**src/common/mss_cfg.svh**
```systemverilog
`ifndef MSS_CFG_SVH
`define MSS_CFG_SVH

// ****************
// register offsets
// ****************
`define MSS_A_STOP_MODE 4'h0
`define MSS_A_LOSS_MODE 4'h1
`define MSS_A_INJ_LEVEL 4'h2
`define MSS_A_INJ_TIME 4'h3
`define MSS_A_CTRL 4'h4
`define MSS_A_POS_MODE 4'h5
`define MSS_A_ZS_THRESH 4'h6
`define MSS_A_STATUS 4'h7

// ****************
// control fields
// ****************
`define MSS_B_CLOSED 0
`define MSS_B_ENABLE 1
`define MSS_B_HOLD_ZS 2
`define MSS_B_RAMP_EN 3

// ****************
// reset values
// ****************
`define MSS_R_STOP_MODE 8'h01
`define MSS_R_LOSS_MODE 8'h00
`define MSS_R_INJ_LEVEL 8'h00
`define MSS_R_INJ_TIME 16'h0064
`define MSS_R_CTRL 4'ha
`define MSS_R_POS_MODE 8'h00
`define MSS_R_ZS_THRESH 16'h0000

// ****************
// mode codes
// ****************
`define MSS_OL_COAST 8'h00
`define MSS_OL_RAMP 8'h01
`define MSS_OL_RAMP_DC 8'h02
`define MSS_OL_DC_ZS 8'h03
`define MSS_OL_DC_TIMED 8'h04
`define MSS_OL_DISABLE 8'h05
`define MSS_CL_COAST 8'h00
`define MSS_CL_RAMP 8'h01
`define MSS_CL_NO_RAMP 8'h02
`define MSS_LOSS_OFF 8'h00
`define MSS_POS_ORIENT 8'h01

// ****************
// timing
// ****************
`define MSS_CLK_NS 10
`define MSS_TICK_NS 1000000
`define MSS_TICK_CYC (`MSS_TICK_NS / `MSS_CLK_NS)
`define MSS_HOLD_S 1
`define MSS_HOLD_MS (`MSS_HOLD_S * 1000)
`define MSS_ZS_MS 16
`define MSS_TICK_MS 1

`endif

```
**src/common/mss_pkg.sv**
```systemverilog
package mss_pkg;
    typedef enum logic [2:0] {
        ST_READY = 3'h0,
        ST_RUN = 3'h1,
        ST_PH1 = 3'h2,
        ST_PH2 = 3'h3,
        ST_BLOCK = 3'h4,
        ST_ZSLOT = 3'h5,
        ST_TRIP = 3'h6
    } mss_state_t;
endpackage

```
**src/common/mss_tmr_if.sv**
```systemverilog
`timescale 1ns/1ps
interface mss_tmr_if;
    logic start;
    logic [15:0] load;
    logic done;
    modport ctl (output start, output load, input done);
    modport tmr (input start, input load, output done);
endinterface

```
**src/core/mss_sync.sv**
```systemverilog
`timescale 1ns/1ps
module mss_sync #(
    parameter int W = 5
) (
    // clock and reset
    input wire logic clk_sys,
    input wire logic rst,
    // levels
    input wire logic [W-1:0] din,
    output logic [W-1:0] dout
);
    logic [W-1:0] meta;

    // first stage feeds only the second
    always_ff @(posedge clk_sys) begin
        if (rst) begin
            meta <= '0;
            dout <= '0;
        end else begin
            meta <= din;
            dout <= meta;
        end
    end
endmodule

```
**src/core/mss_timer.sv**
```systemverilog
`timescale 1ns/1ps
module mss_timer (
    // clock and reset
    input wire logic clk_sys,
    input wire logic rst,
    // control sample enable
    input wire logic tick,
    // control side
    mss_tmr_if.tmr bus
);
    logic [15:0] cnt;
    logic [15:0] next_cnt;

    // counts control ticks, so a phase may end up to one tick early
    always_comb begin
        next_cnt = cnt;
        if (bus.start) begin
            next_cnt = bus.load;
        end else if (tick && cnt != 16'h0000) begin
            next_cnt = cnt - 16'h0001;
        end
    end

    always_ff @(posedge clk_sys) begin
        if (rst) begin
            cnt <= 16'h0000;
        end else begin
            cnt <= next_cnt;
        end
    end

    assign bus.done = (cnt == 16'h0000) && !bus.start;

    a_timer_load: assert property (@(posedge clk_sys) disable iff (rst)
        bus.start && bus.load != 16'h0000 |=> !bus.done)
        else $error("timer done right after a load");
endmodule

```
**src/core/motor_stop_sequencer.sv**
```systemverilog
// Implementation choices: strobed register access and the register addresses.
`timescale 1ns/1ps
`include "mss_cfg.svh"

module motor_stop_sequencer
    import mss_pkg::*;
#(
    parameter int TICK_CYC = `MSS_TICK_CYC
) (
    // clock and reset
    input wire logic clk_sys,
    input wire logic rst,
    // register port
    input wire logic [3:0] regAddr,
    input wire logic [15:0] regWrData,
    input wire logic regWr,
    input wire logic regRd,
    output logic [15:0] regRdData,
    // pins from power stage and terminals
    input wire logic runCmd,
    input wire logic secureEnable,
    input wire logic lowSpeed,
    input wire logic dcBusLow,
    input wire logic tripIn,
    // same-clock feedback
    input wire logic [15:0] speedFb,
    input wire logic rampAtZero,
    // requests to the inverter
    output logic inverterEnable,
    output logic rampStop,
    output logic rampForce,
    output logic noRampStop,
    output logic dcInject,
    output logic lfInject,
    output logic [7:0] injectLevel,
    output logic orientStop,
    output logic uvTrip,
    output logic driveReady
);
    // ****************
    // registers
    // ****************
    logic [7:0] stopMode, lossMode, posMode;
    logic [7:0] next_stopMode, next_lossMode, next_posMode, next_injectLevel;
    logic [15:0] injTime, zsThresh, next_injTime, next_zsThresh, next_rdData;
    logic [3:0] ctrl, next_ctrl;
    mss_state_t state, next_state;
    logic [7:0] mode, next_mode;

    always_comb begin
        next_stopMode = stopMode;
        next_lossMode = lossMode;
        next_injectLevel = injectLevel;
        next_injTime = injTime;
        next_ctrl = ctrl;
        next_posMode = posMode;
        next_zsThresh = zsThresh;
        next_rdData = 16'h0000;
        if (regWr) begin
            case (regAddr)
                `MSS_A_STOP_MODE: next_stopMode = regWrData[7:0];
                `MSS_A_LOSS_MODE: next_lossMode = regWrData[7:0];
                `MSS_A_INJ_LEVEL: next_injectLevel = regWrData[7:0];
                `MSS_A_INJ_TIME: next_injTime = regWrData;
                `MSS_A_CTRL: next_ctrl = regWrData[3:0];
                `MSS_A_POS_MODE: next_posMode = regWrData[7:0];
                `MSS_A_ZS_THRESH: next_zsThresh = regWrData;
                default: ;
            endcase
        end
        if (regRd) begin
            case (regAddr)
                `MSS_A_STOP_MODE: next_rdData = {8'h00, stopMode};
                `MSS_A_LOSS_MODE: next_rdData = {8'h00, lossMode};
                `MSS_A_INJ_LEVEL: next_rdData = {8'h00, injectLevel};
                `MSS_A_INJ_TIME: next_rdData = injTime;
                `MSS_A_CTRL: next_rdData = {12'h000, ctrl};
                `MSS_A_POS_MODE: next_rdData = {8'h00, posMode};
                `MSS_A_ZS_THRESH: next_rdData = zsThresh;
                `MSS_A_STATUS: next_rdData = {4'h0, mode[3:0], 1'b0, state,
                    uvTrip, driveReady, dcInject, inverterEnable};
                default: next_rdData = 16'h0000;
            endcase
        end
    end

    always_ff @(posedge clk_sys) begin
        if (rst) begin
            stopMode <= `MSS_R_STOP_MODE;
            lossMode <= `MSS_R_LOSS_MODE;
            injectLevel <= `MSS_R_INJ_LEVEL;
            injTime <= `MSS_R_INJ_TIME;
            ctrl <= `MSS_R_CTRL;
            posMode <= `MSS_R_POS_MODE;
            zsThresh <= `MSS_R_ZS_THRESH;
            regRdData <= 16'h0000;
        end else begin
            stopMode <= next_stopMode;
            lossMode <= next_lossMode;
            injectLevel <= next_injectLevel;
            injTime <= next_injTime;
            ctrl <= next_ctrl;
            posMode <= next_posMode;
            zsThresh <= next_zsThresh;
            regRdData <= next_rdData;
        end
    end

    // ****************
    // inputs and control tick
    // ****************
    logic [4:0] pinS;
    logic runS, enS, lowS, busLowS, tripS;
    logic [31:0] tickCnt, next_tickCnt;
    logic tick;

    mss_sync #(.W(5)) u_sync (
        .clk_sys(clk_sys),
        .rst(rst),
        .din({runCmd, secureEnable, lowSpeed, dcBusLow, tripIn}),
        .dout(pinS)
    );
    assign {runS, enS, lowS, busLowS, tripS} = pinS;

    assign tick = (tickCnt == 32'(TICK_CYC - 1));

    always_comb begin
        next_tickCnt = tick ? 32'h0000_0000 : tickCnt + 32'h0000_0001;
    end

    always_ff @(posedge clk_sys) begin
        if (rst) begin
            tickCnt <= 32'h0000_0000;
        end else begin
            tickCnt <= next_tickCnt;
        end
    end

    // ****************
    // timers
    // ****************
    mss_tmr_if tmrA ();
    mss_tmr_if tmrZ ();
    logic closed, enableOk, holdZs, orientSel, tripAny, zsBelow, enterPh1;

    assign closed = ctrl[`MSS_B_CLOSED];
    assign enableOk = enS && ctrl[`MSS_B_ENABLE];
    assign holdZs = ctrl[`MSS_B_HOLD_ZS];
    assign orientSel = (posMode == `MSS_POS_ORIENT);
    assign tripAny = tripS || uvTrip;
    assign zsBelow = (speedFb < zsThresh);

    assign tmrZ.start = !zsBelow || enterPh1;
    assign tmrZ.load = 16'(`MSS_ZS_MS / `MSS_TICK_MS + 1);

    mss_timer u_tmr_a (.clk_sys(clk_sys), .rst(rst), .tick(tick), .bus(tmrA));
    mss_timer u_tmr_z (.clk_sys(clk_sys), .rst(rst), .tick(tick), .bus(tmrZ));

    // ****************
    // stop sequencer
    // ****************
    logic olStop, oneShot;

    assign olStop = !closed && !orientSel;
    // MSS_OL_DC_ZS and MSS_OL_DC_TIMED stops must reach ready first
    assign oneShot = olStop && (mode == `MSS_OL_DC_ZS || mode == `MSS_OL_DC_TIMED);

    always_comb begin
        next_state = state;
        next_mode = mode;
        enterPh1 = 1'b0;
        tmrA.start = 1'b0;
        tmrA.load = 16'(`MSS_HOLD_MS / `MSS_TICK_MS + 1);
        unique case (state)
            ST_READY: begin
                if (!tripAny && runS && enableOk) next_state = ST_RUN;
            end
            ST_RUN: begin
                next_mode = stopMode;
                if (tripAny) begin
                    next_state = ST_TRIP;
                end else if (!enableOk) begin
                    next_state = closed ? ST_READY : ST_BLOCK;
                    tmrA.start = !closed;
                end else if (!runS) begin
                    next_state = ST_PH1;
                    enterPh1 = 1'b1;
                    if (orientSel) begin
                        next_state = ST_PH1;
                    end else if (closed) begin
                        if (stopMode == `MSS_CL_COAST && holdZs) next_state = ST_ZSLOT;
                    end else if (stopMode == `MSS_OL_DISABLE) begin
                        next_state = ST_READY;
                    end else if (stopMode == `MSS_OL_DC_TIMED) begin
                        tmrA.start = 1'b1;
                        tmrA.load = injTime + 16'h0001;
                    end else if (stopMode != `MSS_OL_RAMP && stopMode != `MSS_OL_RAMP_DC
                        && stopMode != `MSS_OL_DC_ZS) begin
                        next_state = ST_BLOCK;
                        tmrA.start = 1'b1;
                    end
                end
            end
            ST_PH1: begin
                if (!olStop) begin
                    if (tmrZ.done) next_state = ST_READY;
                end else if (mode == `MSS_OL_RAMP) begin
                    if (rampAtZero) begin
                        next_state = ST_PH2;
                        tmrA.start = 1'b1;
                    end
                end else if (mode == `MSS_OL_RAMP_DC) begin
                    if (rampAtZero) begin
                        next_state = ST_PH2;
                        tmrA.start = 1'b1;
                        tmrA.load = injTime + 16'h0001;
                    end
                end else if (mode == `MSS_OL_DC_ZS) begin
                    if (lowS) begin
                        next_state = ST_PH2;
                        tmrA.start = 1'b1;
                        tmrA.load = injTime + 16'h0001;
                    end
                end else if (tmrA.done) begin
                    next_state = ST_READY;
                end
            end
            ST_PH2: begin
                if (tmrA.done) next_state = ST_READY;
            end
            ST_BLOCK: begin
                if (tmrA.done) next_state = ST_READY;
            end
            ST_ZSLOT: begin
                if (tick) begin
                    next_state = ST_PH1;
                    enterPh1 = 1'b1;
                end
            end
            ST_TRIP: begin
                if (!tripAny) next_state = ST_READY;
            end
            default: next_state = ST_READY;
        endcase
        if (state == ST_PH1 || state == ST_PH2 || state == ST_ZSLOT) begin
            if (runS && enableOk && !oneShot && state != ST_ZSLOT) next_state = ST_RUN;
            if (tripAny) begin
                next_state = ST_TRIP;
            end else if (!enableOk) begin
                next_state = closed ? ST_READY : ST_BLOCK;
                tmrA.start = !closed;
                tmrA.load = 16'(`MSS_HOLD_MS / `MSS_TICK_MS + 1);
            end
        end
    end

    // ****************
    // request outputs
    // ****************
    logic next_inv, next_ramp, next_force, next_noRamp, next_dc, next_lf, next_orient;
    logic next_uv, nOl, ph1, ph2;

    always_comb begin
        nOl = !closed && !orientSel;
        ph1 = (next_state == ST_PH1);
        ph2 = (next_state == ST_PH2);
        // coast inhibits unless holding zero speed
        next_inv = (next_state == ST_RUN) || ph2 || (ph1 && (nOl
            || orientSel || next_mode != `MSS_CL_COAST || holdZs));
        next_ramp = ph1 && !orientSel && (nOl ? (next_mode == `MSS_OL_RAMP
            || next_mode == `MSS_OL_RAMP_DC) : next_mode != `MSS_CL_NO_RAMP);
        // ramp stop forced past ramp enable
        next_force = next_ramp && !ctrl[`MSS_B_RAMP_EN];
        next_noRamp = ph1 && !nOl && !orientSel && next_mode == `MSS_CL_NO_RAMP;
        next_dc = nOl && ((ph2 && next_mode != `MSS_OL_RAMP)
            || (ph1 && next_mode == `MSS_OL_DC_TIMED));
        next_lf = ph1 && nOl && next_mode == `MSS_OL_DC_ZS;
        next_orient = ph1 && orientSel;
        // no supply loss handling, trip on low bus
        next_uv = (lossMode == `MSS_LOSS_OFF) && busLowS;
    end

    always_ff @(posedge clk_sys) begin
        if (rst) begin
            state <= ST_READY;
            mode <= 8'h00;
            {inverterEnable, rampStop, rampForce, noRampStop} <= 4'h0;
            {dcInject, lfInject, orientStop, uvTrip} <= 4'h0;
            driveReady <= 1'b0;
        end else begin
            state <= next_state;
            mode <= next_mode;
            {inverterEnable, rampStop, rampForce, noRampStop} <=
                {next_inv, next_ramp, next_force, next_noRamp};
            {dcInject, lfInject, orientStop, uvTrip} <= {next_dc, next_lf, next_orient, next_uv};
            driveReady <= (next_state == ST_READY);
        end
    end

    // ****************
    // checks
    // ****************
    a_coast_block: assert property (@(posedge clk_sys) disable iff (rst)
        state == ST_RUN && !tripAny && enableOk && !runS && olStop && stopMode == `MSS_OL_COAST
        |=> state == ST_BLOCK && !inverterEnable) else $error("coast did not block");
    a_block_holds: assert property (@(posedge clk_sys) disable iff (rst)
        state == ST_BLOCK && !tmrA.done |=> state == ST_BLOCK && !inverterEnable)
        else $error("re-enable during block");
    a_ramp_hold: assert property (@(posedge clk_sys) disable iff (rst)
        state == ST_PH2 && olStop && mode == `MSS_OL_RAMP |-> inverterEnable && !dcInject)
        else $error("ramp hold lost inverter");
    a_ramp_inject: assert property (@(posedge clk_sys) disable iff (rst)
        state == ST_PH1 && olStop && mode == `MSS_OL_RAMP_DC && rampAtZero && !runS
        && enableOk && !tripAny |=> state == ST_PH2 && dcInject) else $error("no injection");
    a_lf_inject: assert property (@(posedge clk_sys) disable iff (rst)
        state == ST_PH1 && olStop && mode == `MSS_OL_DC_ZS |-> lfInject && !dcInject)
        else $error("low frequency injection missing");
    a_timed_only: assert property (@(posedge clk_sys) disable iff (rst)
        state == ST_PH1 && olStop && mode == `MSS_OL_DC_TIMED && tmrA.done && enableOk
        && !tripAny |=> state == ST_READY) else $error("timed stop overran");
    a_disable_now: assert property (@(posedge clk_sys) disable iff (rst)
        state == ST_RUN && !tripAny && enableOk && !runS && olStop && stopMode == `MSS_OL_DISABLE
        |=> state == ST_READY && !inverterEnable) else $error("disable not immediate");
    a_no_restart: assert property (@(posedge clk_sys) disable iff (rst)
        (state == ST_PH1 || state == ST_PH2) && oneShot |=> state != ST_RUN)
        else $error("restart before ready");
    a_zero_speed: assert property (@(posedge clk_sys) disable iff (rst)
        state == ST_PH1 && !olStop && !tmrZ.done && enableOk && !tripAny && !runS
        |=> state == ST_PH1) else $error("stop declared early");
    a_hold_slot: assert property (@(posedge clk_sys) disable iff (rst)
        state == ST_ZSLOT && tick && enableOk && !tripAny |-> !inverterEnable ##1 inverterEnable)
        else $error("hold slot wrong");
    a_uv_trip: assert property (@(posedge clk_sys) disable iff (rst)
        lossMode == `MSS_LOSS_OFF && busLowS |=> uvTrip ##1 state != ST_RUN)
        else $error("undervoltage not tripped");
endmodule

```
**config.mk**
```make
export PLATFORM = sky130hd
export DESIGN_NAME = motor_stop_sequencer
export DESIGN_NICKNAME = d
export VERILOG_FILES = /design/src/common/mss_pkg.sv /design/src/common/mss_tmr_if.sv /design/src/core/mss_sync.sv /design/src/core/mss_timer.sv /design/src/core/motor_stop_sequencer.sv
export VERILOG_INCLUDE_DIRS = /design/src /design/src/common
export SDC_FILE = /design/constraint.sdc
export NUM_CORES = 1
export LEC_CHECK = 0
export BUFFER_PORTS_ARGS = -buffer_cell sky130_fd_sc_hd__buf_4
export CAP_MARGIN = 5
export CORE_AREA = 2 2 168 186
export CTS_CLUSTER_DIAMETER = 150
export DETAILED_ROUTE_END_ITERATION = 8
export DIE_AREA = 0 0 170 188
export SYNTH_ARGS = -nofsm -noshare
export SYNTH_HDL_FRONTEND = slang
export SYNTH_SLANG_ARGS = --single-unit
```
**constraint.sdc**
```tcl
create_clock -name clk_sys -period 6.4 [get_ports clk_sys]
set_input_delay 1.28 -clock clk_sys [delete_from_list [all_inputs] [get_ports clk_sys]]
set_output_delay 1.28 -clock clk_sys [all_outputs]
set_load 0.1 [all_outputs]
```
Yosys cells after proc, flatten, opt, wreduce, memory -nomap -nowiden
Index checks and enable logic that the tools add are counted.
{ "op_classes": {"add_sub_neg": 4, "magnitude_cmp": 1, "eq_ne": 34, "mux": 73, "n_bitwise": 1, "n_reduce_logical": 73} }
{ "ops": {"columns": ["cell", "count"], "rows": [
  ["two-way mux 16 bit", 18],
  ["one-hot mux 16 bit (8 select lines)", 1],
  ["two-way mux 3 bit", 25],
  ["adder 32 x 1 -> 32 bit, second input constant", 1],
  ["equality test 32 x 17 -> 1 bit, second input constant", 1],
  ["equality test 8 x 2 -> 1 bit, second input constant", 4],
  ["equality test 8 x 3 -> 1 bit, second input constant", 4],
  ["zero test 16 bit", 2],
  ["one-hot mux 16 bit (2 select lines)", 1],
  ["nonzero test 16 bit", 2],
  ["subtractor 16 x 1 -> 16 bit, second input constant", 2],
  ["logical AND 1 bit", 29],
  ["equality test 8 x 1 -> 1 bit, second input constant", 3],
  ["!= test 8 x 2 -> 1 bit, second input constant", 3],
  ["two-way mux 1 bit", 22],
  ["one-hot mux 3 bit (6 select lines)", 1],
  ["adder 16 x 1 -> 16 bit, second input constant", 1],
  ["equality test 4 x 3 -> 1 bit, second input constant", 4],
  ["zero test 8 bit", 2],
  ["< comparator 16 bit", 1],
  ["!= test 8 x 1 -> 1 bit, second input constant", 2],
  ["AND reduction 2 bit", 7],
  ["equality test 3 x 2 -> 1 bit, second input constant", 4],
  ["logical OR 1 bit", 12],
  ["15 further kinds", 34]
]} }
{ "totals": {"reg_bits": 178, "elab_cells": 211} }

Depth between registers and ports, before layout
{ "depth": {"ltp_word": 31, "ltp_mapped": 10} }

By module
A second synthesis with hierarchy kept.
{ "hier_totals": {"hier_cells": 1160, "area_unflattened_um2": 9835.7} }
{ "by_module_without_submodules": {"columns": ["mod", "instances", "cells_per_inst", "area_each_um2", "seq_area_each_um2"], "rows": [
  ["motor_stop_sequencer", 1, 856, 7085.5, 2722.6],
  ["mss_timer", 2, 142, 1243.7, 320.3],
  ["mss_sync", 1, 20, 262.8, 200.2]
]} }

Worst setup path before layout
No wires, ideal clock.
{ "synth_path": {"path_type": "input to register", "startpoint": "in speedFb[13]", "endpoint": "reg driveReady", "setup_time_ns": 0.080, "arrival_time_ns": 2.877, "required_time_ns": 6.320, "slack_ns": 3.443, "cell_stages": 8, "cell_sequence": "ha_1 -> a21o_1 -> a21o_1 -> a221o_1 -> a21oi_1 -> a311oi_1 -> nor3_4 -> nor3b_1"} }
{ "synth_via": {"elab_chain_cells": 13} }
{ "synth_lines": {"columns": ["item", "line", "text"], "rows": [
  ["start, declared", "motor_stop_sequencer.sv:26", "input wire logic [15:0] speedFb,"],
  ["< comparator 16 bit (*)", "motor_stop_sequencer.sv:151", "assign zsBelow = (speedFb < zsThresh);"],
  ["zero test 1 bit (*)", "motor_stop_sequencer.sv:153", "assign tmrZ.start = !zsBelow || enterPh1;"],
  ["logical OR 1 bit (*)", "motor_stop_sequencer.sv:153", null],
  ["zero test 1 bit (*)", "mss_timer.sv:32", "assign bus.done = (cnt == 16'h0000) && !bus.start;"],
  ["logical AND 1 bit (*)", "mss_timer.sv:32", null],
  ["two-way mux 3 bit (*)", "motor_stop_sequencer.sv:206", "if (tmrZ.done) next_state = ST_READY;"],
  ["two-way mux 3 bit (*)", "motor_stop_sequencer.sv:205", "if (!olStop) begin"],
  ["one-hot mux 3 bit (6 select lines) (*)", "motor_stop_sequencer.sv:174", "unique case (state)"],
  ["two-way mux 3 bit", "motor_stop_sequencer.sv:246", "if (runS && enableOk && !oneShot && state != ST_ZSLOT) next_state = ST_RUN;"],
  ["two-way mux 3 bit", "motor_stop_sequencer.sv:249", "end else if (!enableOk) begin"],
  ["two-way mux 3 bit", "motor_stop_sequencer.sv:247", "if (tripAny) begin"],
  ["two-way mux 3 bit (*)", "motor_stop_sequencer.sv:245", "if (state == ST_PH1 || state == ST_PH2 || state == ST_ZSLOT) begin"],
  ["zero test 3 bit (*)", "motor_stop_sequencer.sv:296", "driveReady <= (next_state == ST_READY);"],
  ["end signal, assigned", "motor_stop_sequencer.sv:296", null],
  ["end, declared", "motor_stop_sequencer.sv:38", "output logic driveReady"]
]} }
Mark *: on every way between the ends. The rest lies on a longest branch, timed or not.
A chain may end at the register's enable or synchronous reset.

Final worst setup path
{ "layout_path": {"startpoint": "reg posMode[1]", "endpoint": "reg rampStop"} }
{ "layout_via": {"elab_chain_cells": 24, "elab_cells_between_ends": 36} }
{ "layout_lines": {"columns": ["item", "line", "text"], "rows": [
  ["start, declared", "motor_stop_sequencer.sv:43", "logic [7:0] stopMode, lossMode, posMode;"],
  ["start signal, assigned", "motor_stop_sequencer.sv:94", "posMode <= `MSS_R_POS_MODE;"],
  ["start signal, assigned", "motor_stop_sequencer.sv:103", "posMode <= next_posMode;"],
  ["equality test 8 x 1 -> 1 bit (no source line) (*)", null, null],
  ["two-way mux 1 bit", "motor_stop_sequencer.sv:188", "if (orientSel) begin"],
  ["two-way mux 1 bit", "motor_stop_sequencer.sv:185", "end else if (!runS) begin"],
  ["two-way mux 1 bit", "motor_stop_sequencer.sv:182", "end else if (!enableOk) begin"],
  ["two-way mux 1 bit", "motor_stop_sequencer.sv:180", "if (tripAny) begin"],
  ["one-hot mux 1 bit (2 select lines)", "motor_stop_sequencer.sv:174", null],
  ["two-way mux 1 bit", "motor_stop_sequencer.sv:249", null],
  ["two-way mux 1 bit", "motor_stop_sequencer.sv:247", null],
  ["[8 not listed]", null, null],
  ["one-hot mux 3 bit (6 select lines)", "motor_stop_sequencer.sv:174", null],
  ["two-way mux 3 bit", "motor_stop_sequencer.sv:246", null],
  ["two-way mux 3 bit", "motor_stop_sequencer.sv:249", null],
  ["two-way mux 3 bit", "motor_stop_sequencer.sv:247", null],
  ["two-way mux 3 bit", "motor_stop_sequencer.sv:245", null],
  ["equality test 3 x 2 -> 1 bit", "motor_stop_sequencer.sv:265", "ph1 = (next_state == ST_PH1);"],
  ["logical AND 1 bit", "motor_stop_sequencer.sv:270", "next_ramp = ph1 && !orientSel && (nOl ? (next_mode == `MSS_OL_RAMP"],
  ["logical AND 1 bit (*)", "motor_stop_sequencer.sv:270", null],
  ["end signal, assigned", "motor_stop_sequencer.sv:293", "{inverterEnable, rampStop, rampForce, noRampStop} <="],
  ["end, declared", "motor_stop_sequencer.sv:30", "output logic rampStop,"]
]} }
Marked as above.

==> flow_summary.toml <==
[power]
p_per_area_nw_per_um2 = 227
cell_int_power_mw = 1.75
power_frac_comb = 0.065
p_switching_mw = 0.618
pwr-share-seq = 0.478
vdd_drop_max_mv = 0.175
clock_share_of_power = 0.458
switching_share = 0.261
total_leakage_power_nw = 3.84

[place]
gp_congestion = 0.889
dp_hpwl_mm = 18.0
numPlacedInstances = 1498
numPortBuffers = 78

[grt]
vias_in_the_first_global_route = 7588
grt_util_met2 = 0.257
pin_count_of_the_biggest_net_entering_global_routing = 86
overflow = 0
gr-usage-met1 = 0.211
gr-usage-met3 = 0.0268
grt_antenna_before_repair = 0
grt-busiest-layer = "met2"
grtUsageTotal = 0.156
global_route_wire_length_before_repair_mm = 40.0

[logic_synthesis]
part_of_the_yosys_area_used_for_sequential_elements = 0.401
ys.flop_type = "dfxtp_1"
postSynthCellCount = 1084
count_of_flip_flops_with_a_built_in_enable_after_synthesis = 0
syn-num-nets = 1149
synth_cell_types = 73
synth-async-reset-ratio = 0
synthTopCellsByArea = "dfxtp_1 40%, nand2_1 5.9%, nor2_1 5.9%"
netlist.top_cell.by_area = "dfxtp_1"
post_synth.cell_area_avg_um2 = 8.19
synth_area_um2 = 8880
ys_seq_elements = 178
synth_top_area_share = 0.401
ys.warnings.count = 0

[clock_network]
clk_transition_reported_paths_ns = 0.07
clkLatencyLatePin_ns = 0.44
cts_post_setup_buffers_inserted = 0
cts.repair.resized = 0
clock_path_buffers = 2
numClockSinks = 178
cts_hold_buffers = 0
clk_root_buffer_cell = "clkbuf_16"
numCtsBuffers = 17
tritoncts = "built"
h_tree_levels = 4

[floorplan]
die_h_um = 188
die_w_um = 170
placement_row_count = 67
floorplan.die_area_um2 = 32000
floorplan.io_pins = 79
placeableCoreArea_um2 = 30200
start_util = 0.294

[critical_path]
crit_arrival_ns = 3.85
timing.critical_path.fanout_max = 11
critPathRequiredTime_ns = 6.73
crit_end = "rampStop$_SDFF_PP0_"
timing.critical_path.to_type = "flop"
timing.critical_path.slowest_stage_cell = "or4b_2"
reg2reg_from = "posMode[1]$_SDFFE_PP0P_"
register_to_register_setup_slack_ns = 2.88
critical_path_cell_sequence = "or4b_2 -> o211ai_1 -> nor3_1 -> nor2_1 -> a2111oi_0 -> a211o_1 -> nor4_1"
worstReg2RegEnd = "rampStop$_SDFF_PP0_"
criticalPathCategory = "reg -> reg"
number_of_cell_instances_on_the_worst_register_to_register_path = 7
timing.critical_path.from = "posMode[1]$_SDFFE_PP0P_"
timing.critical_path.slowest_cell_delay_ns = 0.72
start_kind = "flop"

[timing]
final_period_minus_worst_setup_slack_ns = 3.52
clock_skew_ns = 0.0166
final-max-slew-violation-count = 0
setup_tns_ns = 0
final_report_setup_violation_count = 0
fmaxAchievable_mhz = 284
min_period_over_period = 0.550
hold_viol = 0
worst_slew_pin_slew_ns = 1.03
setup_repair_after_global_routing_missed_its_margin = "no"
slew_headroom = 0.309

[drt]
detailedRoute.firstIterationViolations = 681
drt-vias-per-instance = 5.27
detailedRoute.firstPassIterationCount = 5
drt.antenna.violating_nets = 0
drc = 0
routedWlPerCell_um = 16.1
drt_wl_total_mm = 24.7
num_vias = 8063

[cells_and_area]
syn2layout_area_growth_pct = 17.4
layout.cells.most_common = "dfxtp_1"
antenna-diode-count = 0
final_net_count = 1203
number_of_standard_cells_in_the_final_layout_excluding_fillers = 1530
mostFrequentLayoutCells = "178 x dfxtp_1, 139 x nor2_1, 139 x nand2_1"
final_layout_size_suffix_gt1_frac = 0.123

[job]
max_cap_viols = 0

[worst_hold_path]
holdCritPathClass = "reg -> reg"

[run_status]
status = "completed"
==> synth_stat cells, drive strengths merged, types with 24 or more instances <==
master  count
a21oi      87
clkbuf     45
dfxtp     178
inv        43
mux2i      42
nand2     139
nand3      29
nor2      139
nor3       24
nor4       27
xnor2      26
xor2       26
==> power groups by stage <==
stage / sequential, mW / combinational, mW / clock, mW
after floorplan: 1.17 / 0.0824 / 0
after detailed placement: 1.16 / 0.153 / 0
after global placement: 1.16 / 0.152 / 0
final: 1.13 / 0.153 / 1.09
after global routing: 1.13 / 0.167 / 1.15
after CTS: 1.13 / 0.153 / 1.11
==> final cells by class <==
cell class / count / area [um^2]
fill: 3149 / 19800
multi-input combinational: 815 / 4970
sequential: 178 / 3560
timing repair buffer: 83 / 623
tap: 379 / 474
clock buffer: 18 / 439
clock inverter: 14 / 189
inverter: 43 / 161
==> flip-flops by register name (all words and copies together) (netlist names) <==
register	flops
u_sync.dout	5
u_tmr_z.cnt	16
uvTrip	1
noRampStop	1
rampStop	1
injectLevel	8
rampForce	1
u_tmr_a.cnt	16
dcInject	1
state	3
orientStop	1
inverterEnable	1
posMode	8
injTime	16
u_sync.meta	5
zsThresh	16
stopMode	8
lossMode	8
mode	8
regRdData	16
lfInject	1
ctrl	4
tickCnt	32
driveReady	1
==> cell families (layout without fill, tap and decap cells) <==
group / count (synthesis) / after routing / synth area share
XOR/XNOR: 52 / 52 / 0.0513
adder cells (fa/ha/maj): 19 / 19 / 0.0268
AND/OR/NAND/NOR: 480 / 480 / 0.267
AO/OA/AOI/OAI: 216 / 216 / 0.157
flip-flops: 178 / 178 / 0.401
multiplexers: 48 / 48 / 0.0575
buffers and inverters: 91 / 158 / 0.0387
==> critical path: cells and delay by family (launching register included) <==
family,cells,cell delay [ns]
simple gates,4,1.87
compound gates,3,1.21
flops,1,0.33
==> metrics by stage <==
stage / hold slack [ns] / worst slack (ns) / utilization / instance area (um^2) / total power, mW
floorplan: 0.414 / 3.44 / - / 8880 / 1.25
global placement: 0.428 / 2.74 / 0.325 / 9800 / 1.31
detailed placement: 0.438 / 2.63 / 0.325 / 9800 / 1.31
CTS: 0.454 / 2.93 / 0.345 / 10400 / 2.40
global route: 0.466 / 2.64 / 0.345 / 10400 / 2.45
finish: 0.447 / 2.88 / 0.345 / 10400 / 2.37
==> metal layers <==
layer	part of all wire	wire, um
met1	0.46	11300
met2	0.47	11700
met3	0.053	1310
met4	0.016	402
met5	0	0
==> worst min path at each step <==
stage                     slack [ns]                      start  cells past startpoint                         to
after floorplan                 0.41  u_sync.meta[0]$_SDFF_PP0_                      1  u_sync.dout[0]$_SDFF_PP0_
after global placement          0.43  u_sync.meta[4]$_SDFF_PP0_                      1  u_sync.dout[4]$_SDFF_PP0_
after detailed placement        0.44  u_sync.meta[2]$_SDFF_PP0_                      1  u_sync.dout[2]$_SDFF_PP0_
after CTS                       0.45  u_sync.meta[2]$_SDFF_PP0_                      1  u_sync.dout[2]$_SDFF_PP0_
after global routing            0.47  u_sync.meta[1]$_SDFF_PP0_                      1  u_sync.dout[1]$_SDFF_PP0_
final                           0.45  u_sync.meta[2]$_SDFF_PP0_                      1  u_sync.dout[2]$_SDFF_PP0_
Power figures use the tool's default switching activity.
